==> config.mk <==
export PLATFORM = sky130hd
export DESIGN_NAME = usb_endpoint_descriptor_regs
export DESIGN_NICKNAME = d
export VERILOG_FILES = /design/src/rtl/ep_desc_pkg.sv /design/src/rtl/ep_in_engine.sv /design/src/rtl/usb_endpoint_descriptor_regs.sv
export SDC_FILE = /design/constraint.sdc
export NUM_CORES = 1
export LEC_CHECK = 0
export BUFFER_PORTS_ARGS = -buffer_cell sky130_fd_sc_hd__buf_2
export CAP_MARGIN = 20
export CELL_PAD_IN_SITES_DETAIL_PLACEMENT = 0
export CELL_PAD_IN_SITES_GLOBAL_PLACEMENT = 2
export CORE_ASPECT_RATIO = 1.25
export CORE_MARGIN = 2
export CORE_UTILIZATION = 32
export DETAILED_ROUTE_END_ITERATION = 7
export PLACE_DENSITY_LB_ADDON = 0.12
export SYNTH_ARGS = -nofsm -noshare
export SYNTH_HDL_FRONTEND = slang
export SYNTH_SLANG_ARGS = --single-unit
==> constraint.sdc <==
create_clock -name pclk -period 2.5 [get_ports pclk]
set_clock_uncertainty 0.15 [all_clocks]
set_input_delay 0.25 -clock pclk [delete_from_list [all_inputs] [get_ports pclk]]
set_output_delay 0.25 -clock pclk [all_outputs]
set_load 0.01 [all_outputs]
==> src/rtl/ep_desc_pkg.sv <==
// package: register map, field layout and reset values of the endpoint descriptor bank
package ep_desc_pkg;

  // endpoints 1 to 3
  localparam int unsigned NUM_EP = 3;

  // register offsets within one endpoint's word group (byte addresses)
  localparam logic [11:0] OFF_OUT_Y_BYTE_COUNT = 12'h000;
  localparam logic [11:0] OFF_OUT_BUF_SIZE     = 12'h004;
  localparam logic [11:0] OFF_IN_CONFIG        = 12'h008;
  localparam logic [11:0] OFF_IN_X_BASE        = 12'h00c;
  localparam logic [11:0] OFF_IN_Y_BYTE_COUNT  = 12'h010;
  localparam logic [11:0] OFF_IN_X_BYTE_COUNT  = 12'h014;
  // stride between endpoint groups
  localparam logic [11:0] EP_STRIDE            = 12'h020;
  // endpoint 1 group base
  localparam logic [11:0] EP_BASE              = 12'h020;

  // field positions
  localparam int unsigned COUNT_MSB   = 6;
  localparam int unsigned VALID_BIT   = 7;
  localparam int unsigned IRQEN_BIT   = 2;
  localparam int unsigned STALL_BIT   = 3;
  localparam int unsigned DOUBLE_BUFFER_ENABLE_BIT    = 4;
  localparam int unsigned TOGGLE_BIT  = 5;
  localparam int unsigned ISO_BIT     = 6;
  localparam int unsigned ENABLE_BIT  = 7;
  localparam int unsigned ADDR_LSB_ZEROS = 3;

  // largest legal byte count
  localparam logic [6:0] MAX_COUNT = 7'h40;

  // reset values
  localparam logic [7:0] RST_OUT_Y_BYTE_COUNT = 8'h00;
  localparam logic [7:0] RST_OUT_BUF_SIZE     = 8'h00;
  localparam logic [7:0] RST_IN_CONFIG        = 8'h00;
  localparam logic [7:0] RST_IN_X_BASE        = 8'h00;
  localparam logic [7:0] RST_IN_COUNT         = 8'h80;

  // read-only-zero masks
  localparam logic [7:0] MASK_BUF_SIZE  = 8'h7f;
  localparam logic [7:0] MASK_IN_CONFIG = 8'hfc;

  // register selector
  typedef enum logic [2:0] {
    SEL_OUT_Y_COUNT = 3'b000,
    SEL_OUT_SIZE    = 3'b001,
    SEL_IN_CONFIG   = 3'b010,
    SEL_IN_X_BASE   = 3'b011,
    SEL_IN_Y_COUNT  = 3'b100,
    SEL_IN_X_COUNT  = 3'b101,
    SEL_NONE        = 3'b111
  } reg_sel_t;

endpackage : ep_desc_pkg

==> src/rtl/ep_in_engine.sv <==
// one input endpoint's transaction sequencing: buffer choice, stall, toggle, completion
`timescale 1ns/10ps
module ep_in_engine
  import ep_desc_pkg::*;
(
  input  wire logic        pclk,
  input  wire logic        presetn,
  input  wire logic [7:0]  config_q,
  input  wire logic [7:0]  x_base_q,
  input  wire logic        x_valid_n,
  input  wire logic        y_valid_n,
  input  wire logic [6:0]  x_count,
  input  wire logic [6:0]  y_count,
  input  wire logic        token,
  input  wire logic        host_ack,
  output logic             service_en,
  output logic             use_y,
  output logic [10:0]      start_addr,
  output logic [6:0]       tx_count,
  output logic             nak,
  output logic             stall_hs,
  output logic             done,
  output logic             irq_pulse
);

  logic enabled;
  logic double_buffer_enable;
  logic sel_y;
  logic cur_empty;

  // decode of the configuration
  assign enabled    = config_q[ENABLE_BIT];
  assign double_buffer_enable       = config_q[DOUBLE_BUFFER_ENABLE_BIT];
  assign sel_y      = double_buffer_enable & config_q[TOGGLE_BIT];
  assign cur_empty  = sel_y ? y_valid_n : x_valid_n;

  // buffer choice and answers, combinational handshake
  assign service_en = enabled;
  assign use_y      = sel_y;
  assign start_addr = {x_base_q, {ADDR_LSB_ZEROS{1'b0}}};
  assign tx_count   = sel_y ? y_count : x_count;
  assign stall_hs   = enabled & token & config_q[STALL_BIT];
  assign nak        = enabled & token & ~config_q[STALL_BIT] & cur_empty;
  assign done       = enabled & host_ack & ~config_q[STALL_BIT] & ~cur_empty;
  assign irq_pulse  = done & config_q[IRQEN_BIT];

endmodule : ep_in_engine

==> src/rtl/usb_endpoint_descriptor_regs.sv <==
// endpoint descriptor register bank for endpoints 1 to 3 with apb slave
// Overview of operation
// - byte count bits 6:0 hold 0 to 64 directly; above 64 undefined.
// - out Y valid flag bit 7: set means full, host OUT gets NAK.
// - out buffer size in bits 6:0, bit 7 reads zero.
// - in interrupt enable bit 2 gates the completion interrupt.
// - stall bit 3 resets to zero; buffer manager sets, software sets or clears.
// - software stall gives one STALL handshake then clears itself.
// - double buffer bit 4: clear uses X only, set lets toggle choose.
// - config bit 5 shows the current data toggle, DATA0 or DATA1.
// - enable bit 7 clear forbids buffer manager service of the endpoint.
// - X base holds address 10:3, three zero bits appended.
// - X base is the start address of each transaction.
// - base address changes only by software writes.
// - in valid flag inverted: clear holds packet, set empty gives NAK.
// - enable bit concerns the buffer manager moving packets.
//
// Local design decisions: register access over APB and the register addresses.
`timescale 1ns/10ps
module usb_endpoint_descriptor_regs
  import ep_desc_pkg::*;
(
  input  wire logic        pclk,
  input  wire logic        presetn,
  input  wire logic        psel,
  input  wire logic        penable,
  input  wire logic        pwrite,
  input  wire logic [11:0] paddr,
  input  wire logic [31:0] pwdata,
  input  wire logic [3:0]  pstrb,
  output logic [31:0]      prdata,
  output logic             pready,
  output logic             pslverr,
  // buffer manager side, one bit or field per endpoint
  input  wire logic [2:0]  in_token,
  input  wire logic [2:0]  in_host_ack,
  input  wire logic [2:0]  out_rx_done,
  input  wire logic [2:0]  bm_stall_set,
  output logic [2:0]       bm_service_en,
  output logic [2:0]       in_use_y,
  output logic [32:0]      in_start_addr,
  output logic [20:0]      in_tx_count,
  output logic [2:0]       in_nak,
  output logic [2:0]       in_stall_hs,
  output logic [2:0]       in_done,
  output logic [2:0]       out_y_nak,
  output logic [20:0]      out_buf_size,
  output logic [2:0]       xfer_irq
);

  // decode an address to endpoint index and register selector
  function automatic logic [4:0] decode(input logic [11:0] a);
    logic [11:0] rel;
    logic [1:0]  ep;
    logic [2:0]  sel;
    rel = a - EP_BASE;
    ep  = rel[6:5];
    sel = SEL_NONE;
    if (a >= EP_BASE && ep < 2'(NUM_EP) && a[1:0] == 2'b00 && rel[4:2] <= 3'd5)
      sel = rel[4:2];
    decode = {ep, sel};
  endfunction : decode

  // storage, one entry per endpoint
  logic [7:0] out_y_count_q  [NUM_EP];
  logic [7:0] out_size_q     [NUM_EP];
  logic [7:0] in_config_q    [NUM_EP];
  logic [7:0] in_x_base_q    [NUM_EP];
  logic [7:0] in_y_count_q   [NUM_EP];
  logic [7:0] in_x_count_q   [NUM_EP];
  logic [31:0] prdata_q;
  logic        pslverr_q;

  logic [4:0]  dec;
  logic [1:0]  dec_ep;
  reg_sel_t    dec_sel;
  logic        access;
  logic        wr_en;
  logic        rd_en;
  logic        bad;
  logic [7:0]  wbyte;
  logic [7:0]  rd_mux;

  logic [2:0]  done_w;
  logic [2:0]  irq_w;
  logic [2:0]  stall_hs_w;
  logic [2:0]  use_y_w;

  // apb decode; zero wait states
  assign dec     = decode(paddr);
  assign dec_ep  = dec[4:3];
  assign dec_sel = reg_sel_t'(dec[2:0]);
  assign access  = psel & penable;
  assign bad     = (dec_sel == SEL_NONE);
  assign wr_en   = access & pwrite & ~bad & pstrb[0];
  assign rd_en   = access & ~pwrite;
  assign wbyte   = pwdata[7:0];

  // read selection, reserved bits read zero
  always_comb
  begin
    rd_mux = 8'h00;
    unique case (dec_sel)
      SEL_OUT_Y_COUNT: rd_mux = out_y_count_q[dec_ep];
      SEL_OUT_SIZE:    rd_mux = out_size_q[dec_ep] & MASK_BUF_SIZE;
      SEL_IN_CONFIG:   rd_mux = in_config_q[dec_ep] & MASK_IN_CONFIG;
      SEL_IN_X_BASE:   rd_mux = in_x_base_q[dec_ep];
      SEL_IN_Y_COUNT:  rd_mux = in_y_count_q[dec_ep];
      SEL_IN_X_COUNT:  rd_mux = in_x_count_q[dec_ep];
      default:         rd_mux = 8'h00;
    endcase
  end

  // read data and error registered at the access edge
  always_ff @(posedge pclk or negedge presetn)
  begin
    if (!presetn)
    begin
      prdata_q  <= 32'h0000_0000;
      pslverr_q <= 1'b0;
    end
    else
    begin
      if (rd_en)
        prdata_q <= {24'h00_0000, rd_mux};
      if (access)
        pslverr_q <= bad;
    end
  end

  // pready combinational: every access completes in its first access cycle
  assign pready  = psel & penable;
  assign pslverr = access & bad;
  assign prdata  = rd_en ? {24'h00_0000, rd_mux} : prdata_q;

  // per-endpoint registers and sequencing engines
  for (genvar i = 0; i < NUM_EP; i++)
  begin : g_ep
    logic we;
    logic [6:0] size_fld;
    assign we = wr_en && dec_ep == 2'(i);

    ep_in_engine u_eng (
      .pclk       (pclk),
      .presetn    (presetn),
      .config_q   (in_config_q[i]),
      .x_base_q   (in_x_base_q[i]),
      .x_valid_n  (in_x_count_q[i][VALID_BIT]),
      .y_valid_n  (in_y_count_q[i][VALID_BIT]),
      .x_count    (in_x_count_q[i][COUNT_MSB:0]),
      .y_count    (in_y_count_q[i][COUNT_MSB:0]),
      .token      (in_token[i]),
      .host_ack   (in_host_ack[i]),
      .service_en (bm_service_en[i]),
      .use_y      (use_y_w[i]),
      .start_addr (in_start_addr[11*i +: 11]),
      .tx_count   (in_tx_count[7*i +: 7]),
      .nak        (in_nak[i]),
      .stall_hs   (stall_hs_w[i]),
      .done       (done_w[i]),
      .irq_pulse  (irq_w[i])
    );

    // out Y count: software writes; a received packet on an enabled endpoint sets the valid flag
    always_ff @(posedge pclk or negedge presetn)
    begin
      if (!presetn)
        out_y_count_q[i] <= RST_OUT_Y_BYTE_COUNT;
      else if (out_rx_done[i] && in_config_q[i][ENABLE_BIT])
        out_y_count_q[i][VALID_BIT] <= 1'b1;   // set wins over a write
      else if (we && dec_sel == SEL_OUT_Y_COUNT)
        out_y_count_q[i] <= wbyte;
    end

    // out buffer size, bit 7 never stored
    always_ff @(posedge pclk or negedge presetn)
    begin
      if (!presetn)
        out_size_q[i] <= RST_OUT_BUF_SIZE;
      else if (we && dec_sel == SEL_OUT_SIZE)
        out_size_q[i] <= wbyte & MASK_BUF_SIZE;
    end

    // in config: software fields, stall set by manager, auto-clear, toggle flip
    always_ff @(posedge pclk or negedge presetn)
    begin
      if (!presetn)
        in_config_q[i] <= RST_IN_CONFIG;        // stall reset zero
      else
      begin
        if (we && dec_sel == SEL_IN_CONFIG)
          in_config_q[i] <= wbyte & MASK_IN_CONFIG;
        if (stall_hs_w[i])
          in_config_q[i][STALL_BIT] <= 1'b0;
        if (bm_stall_set[i])
          in_config_q[i][STALL_BIT] <= 1'b1;    // manager set wins
        if (done_w[i])
          in_config_q[i][TOGGLE_BIT] <= ~in_config_q[i][TOGGLE_BIT];
      end
    end

    // in X base: only software changes it
    always_ff @(posedge pclk or negedge presetn)
    begin
      if (!presetn)
        in_x_base_q[i] <= RST_IN_X_BASE;
      else if (we && dec_sel == SEL_IN_X_BASE)
        in_x_base_q[i] <= wbyte;
    end

    // in counts: completion marks the used buffer empty
    always_ff @(posedge pclk or negedge presetn)
    begin
      if (!presetn)
      begin
        in_y_count_q[i] <= RST_IN_COUNT;
        in_x_count_q[i] <= RST_IN_COUNT;
      end
      else
      begin
        if (we && dec_sel == SEL_IN_Y_COUNT)
          in_y_count_q[i] <= wbyte;
        if (we && dec_sel == SEL_IN_X_COUNT)
          in_x_count_q[i] <= wbyte;
        if (done_w[i] && use_y_w[i])
          in_y_count_q[i][VALID_BIT] <= 1'b1;
        if (done_w[i] && !use_y_w[i])
          in_x_count_q[i][VALID_BIT] <= 1'b1;
      end
    end

    assign size_fld = out_size_q[i][COUNT_MSB:0];
    assign out_buf_size[7*i +: 7] = size_fld;
    assign out_y_nak[i] = out_y_count_q[i][VALID_BIT];
  end

  // engine results out
  assign in_use_y    = use_y_w;
  assign in_stall_hs = stall_hs_w;
  assign in_done     = done_w;
  assign xfer_irq    = irq_w;

endmodule : usb_endpoint_descriptor_regs

# After elaboration in Yosys (flattened, before gate mapping)
# Index checks and enable logic that the tools add are counted.
[totals] out_inout_bits=130 romBits=0 input_bits=65 latchBits=0 register_bits=167 memories=0 word_cells=209 ramBits=0
[classes] eq_ne=8 mul=0 n_div=0 n_shift=0 order_cmp=4 bitwise_logic=48 n_addsub=1 reduce_logical=57 mux=57
[ops] cell="8-bit two-way mux" count=19
[ops] cell="8-bit binary-select mux with 2-bit select" count=6
[ops] cell="8-bit one-hot mux with 6 select lines" count=1
[ops] cell="7-bit two-way mux" count=5
[ops] cell="1-bit bitwise AND" count=33
[ops] cell="1-bit logical AND" count=33
[ops] cell="32-bit two-way mux" count=1
[ops] cell="2-bit nonzero test" count=12
[ops] cell="1-bit two-way mux" count=21
[ops] cell="6-bit two-way mux" count=3
[ops] cell="1-bit inverter" count=14
[ops] cell="12-bit by 6-bit >= comparator with 1-bit output, second input constant" count=1
[ops] cell="3-bit == test, second input constant" count=3
[ops] cell="3-bit nonzero test" count=3
[ops] cell="7-bit by 6-bit subtractor with 7-bit output, second input constant" count=1
[ops] cell="3-bit by 2-bit == test with 1-bit output, second input constant" count=2
[ops] cell="2-bit AND reduction" count=3
[ops] cell="2-bit zero test" count=2
[ops] cell="3-bit by 1-bit == test with 1-bit output, second input constant" count=1
[ops] cell="3-bit >= comparator, second input constant" count=1
[ops] cell="3-bit <= comparator, second input constant" count=1
[ops] cell="1-bit zero test" count=3
[ops] cell="3-bit zero test" count=1
[ops] cell="3-bit two-way mux" count=1
[ops] cell="4 further kinds" count=4

# Depth between registers and ports, before layout
# Gate-level depths: netlist of the first run.
[depth] depth_word=15 depth_mapped=9 depth_no_buf=7

# Cells and area by module
# From an unflattened synthesis of the first run, not the netlist that was laid out.
[unflattened] cells_unflattened=711 area_unflattened_um2=8667.1
[modules_own_cells] module="usb_endpoint_descriptor_regs" cells_per_inst=618 instances=1 seq_area_each_um2=4186.5 area_per_inst_um2=7931.4
[modules_own_cells] module="ep_in_engine" cells_per_inst=31 instances=3 seq_area_each_um2=0.0 area_per_inst_um2=245.2

# Least setup slack after synthesis of the first run
# OpenSTA, ideal clock, no wires.
[synth_path] path_kind="input-to-output" startpoint="input port paddr[5]" endpoint="output port prdata[2]" setup_slack_ps=-386 arrival_ps=2486 required_ps=2100 cell_stages=8 path_cell_list="inv_1 > ha_1 > or4b_2 > clkbuf_1 > nor2_1 > a222oi_1 > and3_1 > a211oi_1"
[synth_via] elab_chain_cells=9
[synth_lines] item="start, declared" line_no="usb_endpoint_descriptor_regs.sv:28" source="input wire logic [11:0] paddr,"
[synth_lines] item="7-bit by 6-bit subtractor with 7-bit output" line_no="usb_endpoint_descriptor_regs.sv:56" source="rel = a - EP_BASE;"
[synth_lines] item="2-bit < comparator" line_no="usb_endpoint_descriptor_regs.sv:59" source="if (a >= EP_BASE && ep < 2'(NUM_EP) && a[1:0] == 2'b00 && rel[4:2] <= 3'd5)"
[synth_lines] item="1-bit logical AND (3 in series)" line_no="usb_endpoint_descriptor_regs.sv:59"
[synth_lines] item="3-bit two-way mux" line_no="usb_endpoint_descriptor_regs.sv:59"
[synth_lines] item="3-bit == test, or another cell as far along" line_no="usb_endpoint_descriptor_regs.sv:103" source="unique case (dec_sel)"
[synth_lines] item="8-bit one-hot mux with 6 select lines (*)" line_no="usb_endpoint_descriptor_regs.sv:103"
[synth_lines] item="32-bit two-way mux (*)"
[synth_lines] item="end, declared" line_no="usb_endpoint_descriptor_regs.sv:31" source="output logic [31:0] prdata,"
# Mark *: on every way between the ends. The rest lies on a longest branch, timed or not. The select of a mux whose other input is x is not followed.

# Worst setup path in the final report of the first run
[layout_path] startpoint="input port paddr[11]" endpoint="output port prdata[2]"
[layout_via] elab_chain_cells=8
[layout_lines] item="12-bit by 6-bit >= comparator with 1-bit output (*)" line_no="usb_endpoint_descriptor_regs.sv:59"
[layout_lines] item="1-bit logical AND (*) (3 in series)" line_no="usb_endpoint_descriptor_regs.sv:59"
[layout_lines] item="3-bit two-way mux (*)" line_no="usb_endpoint_descriptor_regs.sv:59"
[layout_lines] item="3-bit == test, or another cell as far along" line_no="usb_endpoint_descriptor_regs.sv:103"
[layout_lines] item="8-bit one-hot mux with 6 select lines (*)" line_no="usb_endpoint_descriptor_regs.sv:103"
[layout_lines] item="32-bit two-way mux (*)"
# Mark *: on every way between the ends. The rest lies on a longest branch, timed or not.

==> impl_metrics.py, run 1 <==
metrics = {
    "outcome": {
        "status": "complete, but fails checks",
        "violations": "negative setup slack",
    },
    "clock_network": {
        "root_buffer": "clkbuf_16",
        "clkSinkCount": 167,
        "ctsHtreeMaxLevel": 4,
        "clkTransAtPathRegs_ps": 60,
        "clock_latency_ps": 430,
        "cts_tree": "yes",
        "cts-buffers-inserted": 17,
        "cts_max_path_buffers": 2,
    },
    "pwr": {
        "p_comb_frac": 0.093,
        "p_leak_nw": 5.83,
        "p_int_mw": 4.43,
        "powerDensity_mw_per_mm2": 507,
        "p_switching_mw": 1.39,
        "seqPwrFrac": 0.470,
        "power_mw": 5.82,
        "p_clk_frac": 0.438,
        "switching_share": 0.239,
        "peakVddDrop_mv": 0.432,
    },
    "timing": {
        "slew_violations": 0,
        "fin_crit_sh": 1.03,
        "finalHoldViolCount": 0,
        "rsz0062_at_grt": "yes",
        "setup_viol": 8,
        "fin_tns_setup_ps": -341,
        "setup_slack_ps": -76.1,
        "maxSlewHeadroom": 0.546,
        "period_minus_slack_ps": 2580,
        "max_clock_freq_ghz": 0.388,
        "worst_pin_slew_ps": 681,
    },
    "routing": {
        "viasPerCell": 5.06,
        "drt_iter0_markers": 310,
        "vias": 6574,
        "ant_nets": 0,
        "first_pass_iters": 4,
        "route.detailed.drc": 0,
        "wl_per_cell_um": 22.0,
        "drt-total-wl_mm": 28.5,
    },
    "logic_synthesis": {
        "yosysWarnings": 0,
        "synth_compound_area_frac": 0.0889,
        "synthArstFlopShare": 1.00,
        "synth_fa_ha_area_frac": 0.00592,
        "synth_top_family_by_area": "multiplexers",
        "synth_xor_xnor_area_share": 0,
        "netlist_instances": 697,
        "yosys.area_share.simple": 0.102,
        "avgSynthCellArea_um2": 12.1,
        "ys_seq_elements": 167,
        "syn_area_mm2": 0.00846,
        "ys.flop_type": "dfrtp_1",
        "yosysSeqAreaShare": 0.495,
        "synth_mux_area_frac": 0.261,
        "ys_types": 53,
        "synth-edff-count": 0,
    },
    "worst_setup_path": {
        "required_ps": 2100,
        "worst-endpoint-arrival_ps": 2180,
        "endpoint_kind": "primary output",
        "critPathKind": "input port to primary output",
        "cp-start-kind": "input port",
        "critical_path.max_fanout": 4,
    },
    "placement": {
        "dp.cells": 1249,
        "place_congestion": 0.818,
        "io_buffers": 158,
        "dp_hpwl_mm": 21.1,
        "dp_slack_ps": -300,
    },
    "grt": {
        "grt_pass1_wl_mm": 43.5,
        "track_usage": 0.214,
        "overflow": 0,
        "grt_pass1_vias": 6989,
        "antenna_found_initial": 0,
        "grt_max_degree": 65,
    },
    "cells_and_area": {
        "drive_above_1_share": 0.556,
        "nNetsFinal": 1014,
        "layout.cells.non_filler": 1298,
        "utilization": 0.441,
        "syn2layout_area_growth_pct": 35.6,
    },
    "die": {
        "io_pins": 195,
        "start_util": 0.325,
        "fp-row-count": 66,
        "die_area_mm2": 0.0278,
        "core_area_mm2": 0.0260,
        "die_w_um": 149,
        "die_h_um": 186,
    },
    "hold_path": {
        "hold_class": "input port to flop",
    },
    "run": {
        "cap_violations": 0,
    },
}
-- metrics by stage --
stage | area, um^2 | hold WS (ps)
after CTS | 11400 | 8.58
after floorplan | 8570 | -196
after global placement | 10400 | 160
after global routing | 11500 | 42.7
final | 11500 | 18.7
after detailed placement | 10400 | 168
-- cell usage in the layout (no fill, tap or decap), drive strengths merged, types with 4 or more instances in the layout --
cell         netlist  final
o22ai              7      7
nand3b             4      4
nand2             42     42
o32ai              5      5
nor3              20     20
mux2             140    140
nor4               6      6
clkbuf            23     23
a211oi            10     10
ha                 4      4
nor2b              5      5
clkinv             0      6
nand3             20     20
and2              27     27
mux2i             63     63
nor2              10     10
buf               40    275
dfrtp            161    161
and3               8      8
inv               11      9
o21a               4      4
a22o               4      4
o21ai             15     15
dlygate4sd3        0      8
conb               1      9
a21oi             13     13
o31ai             11     11
dfstp              6      6
-- worst paths after layout --
kind	startpoint	cells past startpoint	to	slack, ps
max	paddr[11]	9	prdata[2]	-80
min	in_host_ack[2]	3	in_x_count_q[7]	20
max reg2reg	in_x_count_q[22]	8	prdata_q[6]	650
min reg2reg	prdata_q[5]	2	prdata_q[5]	320
max in group asynchronous	presetn	3	out_y_count_q[6]	1220
min in group asynchronous	presetn	2	prdata_q[28]	260
-- flip-flops by register name (all words and copies together), names as in the netlist --
register,cells
prdata_q,32
in_x_base_q,24
in_x_count_q,24
in_y_count_q,24
out_buf_size,21
out_y_count_q,21
in_config_q,18
out_y_nak,3
-- area by class of cell --
class	count	area, um^2
flip-flops and latches	167	4190
diodes	1	2.50
clock inverters	8	100
repair buffers	284	1990
fillers	2504	14500
well taps	340	425
inverters	11	51.3
clock buffers	23	458
multi-input cells	464	4250
-- layer usage --
metal,part of all wire,routed length [um],up-vias,global-route usage
li1,-,-,3019,-
met1,0.44,12500,3335,0.280
met2,0.48,13700,185,0.350
met3,0.049,1410,35,0.0412
met4,0.030,856,0,0.0804
met5,0,0,-,0
-- power groups by stage --
stage / logic [mW] / clock network [mW] / registers (mW)
floorplan: 0.220 / 0 / 2.78
global placement: 0.479 / 0 / 2.78
detailed placement: 0.487 / 0 / 2.78
CTS: 0.540 / 2.63 / 2.73
global route: 0.580 / 2.74 / 2.73
finish: 0.538 / 2.55 / 2.73
-- synth_stat cells, drive strengths merged (4+ instances only) --
master	instances	area [um^2]
buf	40	267
nand3b	4	30.0
nand3	20	145
nor2b	5	31.3
nand2	42	173
a211oi	10	85.1
mux2i	63	631
o32ai	5	43.8
inv	11	41.3
ha	4	50.1
and3	8	50.1
o31ai	11	82.6
mux2	140	1580
a21oi	13	65.1
nor3	20	110
dfstp	6	158
clkbuf	23	86.3
a22o	4	35.0
dfrtp	161	4030
o21a	4	30.0
and2	27	169
nor4	6	52.6
nor2	10	37.5
o22ai	7	43.8
o21ai	15	75.1
-- worst max-delay path, cell delays in order --
cell      delay (ps)
buf_2            110
or4_4            580
o211ai_1         300
buf_4            210
o32ai_1           90
buf_4            150
nor3_2           200
a211oi_2         120
buf_2            160
-- timing repair --
item,4_1_cts,5_1_grt
resized for setup,67,18
pin swaps,23,11
endpoints found under the hold margin,65,0
endpoints found under the setup margin,9,13
cloned,2,0
hold buffers,8,0
setup buffers,6,3
-- cells by family after synthesis --
group                      after synthesis
AOI/OAI and AO/OA                       97
adders and majority gates                4
buffers and inverters                   74
DFF                                    167
muxes                                  203
other                                    1
and+or+nand+nor                        151
No activity file was read; power rests on OpenSTA's default activity.
==> inputs of run 2 (changes only) <==
--- a/config.mk
+++ b/config.mk
@@ -17,3 +17,4 @@
 export SYNTH_ARGS = -nofsm -noshare
 export SYNTH_HDL_FRONTEND = slang
 export SYNTH_SLANG_ARGS = --single-unit
+export TNS_END_PERCENT = 1
==> run 2 against run 1 <==
Count of clock-buffer cells in the layout is 4 lower. Cell count is 0.92% lower. The run still ends with negative setup slack left. First-iteration DRC count is 9.4% lower. Power is 4.6% higher. Flip-flop and latch count stayed put. Critical path type unchanged. Routed wire length is 1.3% lower. Non-clock buffer count is 12 lower. Setup slack worse by 100 ps.
==> impl_metrics.py, run 2 (synthesis results as in run 1) <==
metrics = {
    "hold_path": {
        "hp-start": "in_host_ack[2]",
        "hold_class": "input port to flop",
    },
    "routing": {
        "drt_iter0_markers": 281,
        "viasPerCell": 5.03,
        "ant_nets": 0,
        "wl_per_cell_um": 21.9,
        "route.detailed.drc": 0,
        "vias": 6474,
        "first_pass_iters": 4,
        "drt-total-wl_mm": 28.1,
    },
    "grt": {
        "grt_pass1_vias": 6799,
        "track_usage": 0.208,
        "overflow": 0,
        "antenna_found_initial": 0,
        "grt_max_degree": 65,
        "grt_pass1_wl_mm": 42.3,
    },
    "die": {
        "die_w_um": 149,
        "start_util": 0.325,
        "die_h_um": 186,
        "die_area_mm2": 0.0278,
        "core_area_mm2": 0.0260,
        "fp-row-count": 66,
        "io_pins": 195,
    },
    "timing": {
        "worst_pin_slew_ps": 533,
        "setup_viol": 8,
        "fin_crit_sh": 1.07,
        "rsz0062_at_grt": "yes",
        "period_minus_slack_ps": 2680,
        "maxSlewHeadroom": 0.645,
        "setup_slack_ps": -181,
        "finalHoldViolCount": 0,
        "max_clock_freq_ghz": 0.373,
        "slew_violations": 0,
    },
    "cells_and_area": {
        "nNetsFinal": 1002,
        "top_register": "prdata_q",
        "syn2layout_area_growth_pct": 33.0,
        "largest_register_ffs": 32,
        "layout_commonest_cell": "dfrtp_1",
        "antennaDiodeCount": 0,
        "layout_common_cells": "161 x dfrtp_1, 156 x buf_2, 140 x mux2_2",
        "utilization": 0.432,
        "drive_above_1_share": 0.525,
        "fin_area_mm2": 0.0112,
    },
    "worst_setup_path": {
        "endpoint_kind": "primary output",
        "critPathLaunch": "paddr[5]",
        "cp-start-kind": "input port",
        "endpoint": "prdata[0]",
        "critical_path.max_fanout": 6,
        "rr_endpoint": "in_config_q[21]",
        "required_ps": 2100,
        "critPathKind": "input port to primary output",
        "reg2reg_depth": 7,
        "reg2reg_from": "in_config_q[21]",
        "reg2reg_slack_ps": 720,
        "worst-endpoint-arrival_ps": 2280,
    },
    "clock_network": {
        "clkTransAtPathRegs_ps": 60,
        "cts-buffers-inserted": 17,
        "root_buffer": "clkbuf_16",
        "ctsHtreeMaxLevel": 4,
        "clock_latency_ps": 440,
        "clkSinkCount": 167,
        "cts_max_path_buffers": 2,
        "cts_tree": "yes",
    },
    "pwr": {
        "seqPwrFrac": 0.449,
        "power_mw": 6.09,
        "peakVddDrop_mv": 0.472,
        "p_switching_mw": 1.48,
        "switching_share": 0.243,
        "powerDensity_mw_per_mm2": 541,
        "p_comb_frac": 0.083,
        "p_int_mw": 4.61,
        "p_clk_frac": 0.468,
        "p_leak_nw": 5.78,
    },
    "placement": {
        "dp_hpwl_mm": 21.0,
        "place_area_mm2": 0.0104,
        "io_buffers": 158,
        "place_congestion": 0.837,
    },
    "outcome": {
        "status": "complete, but fails checks",
        "violations": "negative setup slack",
    },
    "run": {
        "cap_violations": 0,
    },
}
run 2: power by group through the flow:
| stage | sequential [mW] | combinational [mW] | clock (mW) |
|---|---|---|---|
| final | 2.73 | 0.504 | 2.85 |
| after global routing | 2.73 | 0.547 | 3.04 |
| after CTS | 2.73 | 0.507 | 2.94 |
| after detailed placement | 2.78 | 0.485 | 0 |
| after global placement | 2.78 | 0.478 | 0 |
| after floorplan | 2.78 | 0.218 | 0 |
run 2: how the worst min path moves through the flow:
stage,end,cells after the start
after global routing,in_y_count_q[23],3
final,in_x_count_q[7],3
after detailed placement,prdata_q[25],1
after floorplan,in_config_q[10],0
after CTS,in_x_count_q[23],3
after global placement,prdata_q[25],1
run 2: worst max-delay path, stage by stage:
cell and delay (ps):
buf_8 80, clkinvlp_4 110, ha_4 200, or4_4 440, a211o_4 320, buf_4 150
nor2_1 180, a311oi_2 80, a31oi_2 280, buf_2 180
run 2: area by class of cell:
| class | count | area [um^2] |
|---|---|---|
| clock buffer | 19 | 433 |
| clock inverter | 13 | 194 |
| fill | 2518 | 14800 |
| inverter | 11 | 52.6 |
| multi-input combinational | 464 | 4100 |
| sequential | 167 | 4190 |
| tap | 340 | 425 |
| timing repair buffer | 272 | 1860 |
run 2: metrics by stage:
step                hold WS, ps  instances  TNS (ps)  setup slack (ps)
finish                     18.6       1286     -1100              -181
global route               21.9       1286     -1770              -243
CTS                        2.00       1284     -1230              -193
detailed placement         29.1       1242    -18290              -395
global placement           25.1       1242    -16010              -358
floorplan                  -196        705      -321             -73.2
run 2: repair_timing:
action	CTS	global route
setup endpoints to repair	10	13
pin swaps	15	6
hold endpoints to repair	167	0
hold buffers	7	0
setup buffers	3	2
gates resized for setup	20	16
run 2: routing by layer:
metal | GRT usage | part of all wire | up-vias | wire [um]
met2 | 0.346 | 0.49 | 159 | 13800
met5 | 0 | 0 | - | 0
met1 | 0.277 | 0.45 | 3291 | 12600
met3 | 0.0341 | 0.040 | 23 | 1130
li1 | - | - | 3001 | -
met4 | 0.0670 | 0.020 | 0 | 550
==> inputs of run 3 (changes only) <==
--- a/config.mk
+++ b/config.mk
@@ -11,7 +11,7 @@
 export CELL_PAD_IN_SITES_GLOBAL_PLACEMENT = 2
 export CORE_ASPECT_RATIO = 1.25
 export CORE_MARGIN = 2
-export CORE_UTILIZATION = 32
+export CORE_UTILIZATION = 35
 export DETAILED_ROUTE_END_ITERATION = 7
 export PLACE_DENSITY_LB_ADDON = 0.12
 export SYNTH_ARGS = -nofsm -noshare
==> constraint.sdc (replaced) <==
create_clock -name pclk -period 2.7 [get_ports pclk]
set_clock_uncertainty 0.15 [all_clocks]
set_input_delay 0.27 -clock pclk [delete_from_list [all_inputs] [get_ports pclk]]
set_output_delay 0.27 -clock pclk [all_outputs]
set_load 0.01 [all_outputs]
==> run 3 against run 2 <==
The flow still finishes with violations (negative setup slack). Largest power group is now sequential cells. Routed wire length fell by 3.6%. Sequential power fell by 7%. Cell area fell by 1.6%. Largest cell class unchanged. Highest routed layer unchanged. Count of clock-buffer cells in the layout rose by 4. Cell count fell by 2.2%. Power fell by 10%.
==> impl_metrics.py, run 3 (synthesis results as in run 1) <==
metrics = {
    "outcome": {
        "status": "complete, but fails checks",
        "violations": "negative setup slack",
    },
    "worst_setup_path": {
        "endpoint_kind": "primary output",
        "cp-start-kind": "input port",
        "critical_path.max_fanout": 6,
        "critPathKind": "input port to primary output",
        "required_ps": 2280,
        "worst-endpoint-arrival_ps": 2300,
    },
    "timing": {
        "setup_viol": 1,
        "setup_slack_ps": -16.5,
        "finalHoldViolCount": 0,
        "rsz0062_at_grt": "yes",
        "period_minus_slack_ps": 2720,
        "worst_pin_slew_ps": 693,
        "max_clock_freq_ghz": 0.368,
        "maxSlewHeadroom": 0.538,
        "fin_crit_sh": 1.01,
        "holdWs_ps": 50.8,
        "slew_violations": 0,
    },
    "pwr": {
        "peakVddDrop_mv": 0.417,
        "switching_share": 0.231,
        "p_switching_mw": 1.26,
        "p_int_mw": 4.22,
        "p_clk_frac": 0.455,
        "powerDensity_mw_per_mm2": 495,
        "p_leak_nw": 5.70,
        "seqPwrFrac": 0.462,
        "p_comb_frac": 0.083,
    },
    "cells_and_area": {
        "largest_register_ffs": 32,
        "syn2layout_area_growth_pct": 30.9,
        "antennaDiodeCount": 0,
        "nNetsFinal": 990,
        "layout_common_cells": "161 x dfrtp_1, 156 x buf_2, 140 x mux2_2",
        "layout.cells.non_filler": 1258,
        "drive_above_1_share": 0.518,
        "top_register": "prdata_q",
        "layout_commonest_cell": "dfrtp_1",
    },
    "run": {
        "cap_violations": 0,
    },
    "placement": {
        "dp.cells": 1209,
        "dp_slack_ps": -188,
        "dp_hpwl_mm": 20.0,
        "place_congestion": 0.846,
        "io_buffers": 158,
    },
    "die": {
        "die_h_um": 178,
        "start_util": 0.356,
        "io_pins": 195,
        "die_w_um": 143,
        "fp-row-count": 63,
        "core_area_mm2": 0.0237,
        "die_area_mm2": 0.0254,
    },
    "routing": {
        "first_pass_iters": 4,
        "vias": 6472,
        "drt_iter0_markers": 287,
        "viasPerCell": 5.14,
        "drt-total-wl_mm": 27.1,
        "route.detailed.drc": 0,
        "ant_nets": 0,
        "wl_per_cell_um": 21.5,
    },
    "clock_network": {
        "cts_tree": "yes",
        "cts-buffers-inserted": 17,
        "ctsHtreeMaxLevel": 4,
        "cts_max_path_buffers": 2,
        "clkTransAtPathRegs_ps": 60,
        "root_buffer": "clkbuf_16",
        "clock_latency_ps": 430,
        "clkSinkCount": 167,
    },
    "grt": {
        "grt_max_degree": 70,
        "antenna_found_initial": 0,
        "grt_pass1_vias": 6791,
        "overflow": 0,
        "track_usage": 0.218,
        "grt_pass1_wl_mm": 40.8,
    },
    "hold_path": {
        "hold_class": "input port to flop",
    },
}
## run 3: cell types whose count changed in the layout (fill, tap and decap cells not counted), moves of 3 or more
| cell | delta |
|---|---|
| clkbuf_8 | +3 |
| o21ai_1 | -3 |
| inv_4 | -3 |
| a211oi_2 | +3 |
| mux2i_1 | +3 |
| mux2i_2 | -3 |
| inv_2 | +3 |
| inv_6 | -5 |
| buf_4 | -12 |
| o21ai_2 | +3 |
## run 3: what timing repair did
item	4_1_cts	5_1_grt
resized for setup	15	16
cloned	0	0
buffers inserted	7	3
hold endpoints to repair	70	0
pin swaps	9	6
hold buffers	8	0
setup endpoints to repair	8	10
## run 3: cell type report
type / count / area (um^2)
fill: 2209 / 12700
sequential: 167 / 4190
timing repair buffer: 260 / 1770
inverter: 11 / 45.0
clock buffer: 23 / 478
multi-input combinational: 464 / 4060
tap: 325 / 407
clock inverter: 8 / 121
## run 3: per-layer routing
| layer | track usage | share of wire | vias up |
|---|---|---|---|
| li1 | - | - | 2978 |
| met4 | 0.0582 | 0.018 | 0 |
| met3 | 0.0491 | 0.057 | 31 |
| met1 | 0.293 | 0.44 | 3274 |
| met2 | 0.356 | 0.48 | 189 |
| met5 | 0 | 0 | - |
## run 3: worst paths after layout
kind	start	to	slack [ps]	depth (start not counted)
min in group asynchronous	presetn	prdata_q[30]	280	2
worst max-delay path	paddr[5]	prdata[2]	-20	10
worst min-delay path	in_host_ack[1]	in_x_count_q[15]	50	3
worst min register to register	prdata_q[14]	prdata_q[14]	320	1
max in group asynchronous	presetn	out_y_count_q[1]	1400	3
worst max register to register	in_config_q[18]	prdata_q[2]	400	10
## run 3: power by group through the flow
stage | combinational [mW] | clock, mW | sequential [mW]
4_1_cts | 0.452 | 2.56 | 2.53
3_5_place_dp | 0.435 | 0 | 2.58
2_1_floorplan | 0.200 | 0 | 2.58
3_3_place_gp | 0.428 | 0 | 2.58
6_report | 0.453 | 2.49 | 2.53
5_1_grt | 0.488 | 2.67 | 2.53
## run 3: worst max-delay path, cell delays in order
cell and delay, ps:
buf_4 100, clkinvlp_4 90, ha_4 190, or4_4 440
a211o_4 360, buf_4 150, o22ai_2 160, nor3_2 70
a211oi_2 280, buf_2 190
## run 3: through the flow
step            util  TNS [ps]  power (mW)  area [um^2]
6_report       0.467     -16.5        5.48        11100
5_1_grt        0.467      -141        5.69        11100
4_1_cts        0.462     -6.85        5.55        11000
3_5_place_dp   0.429     -1570        3.01        10200
3_3_place_gp   0.429     -1140        3.01        10200
2_1_floorplan      -     -1.84        2.78         8540
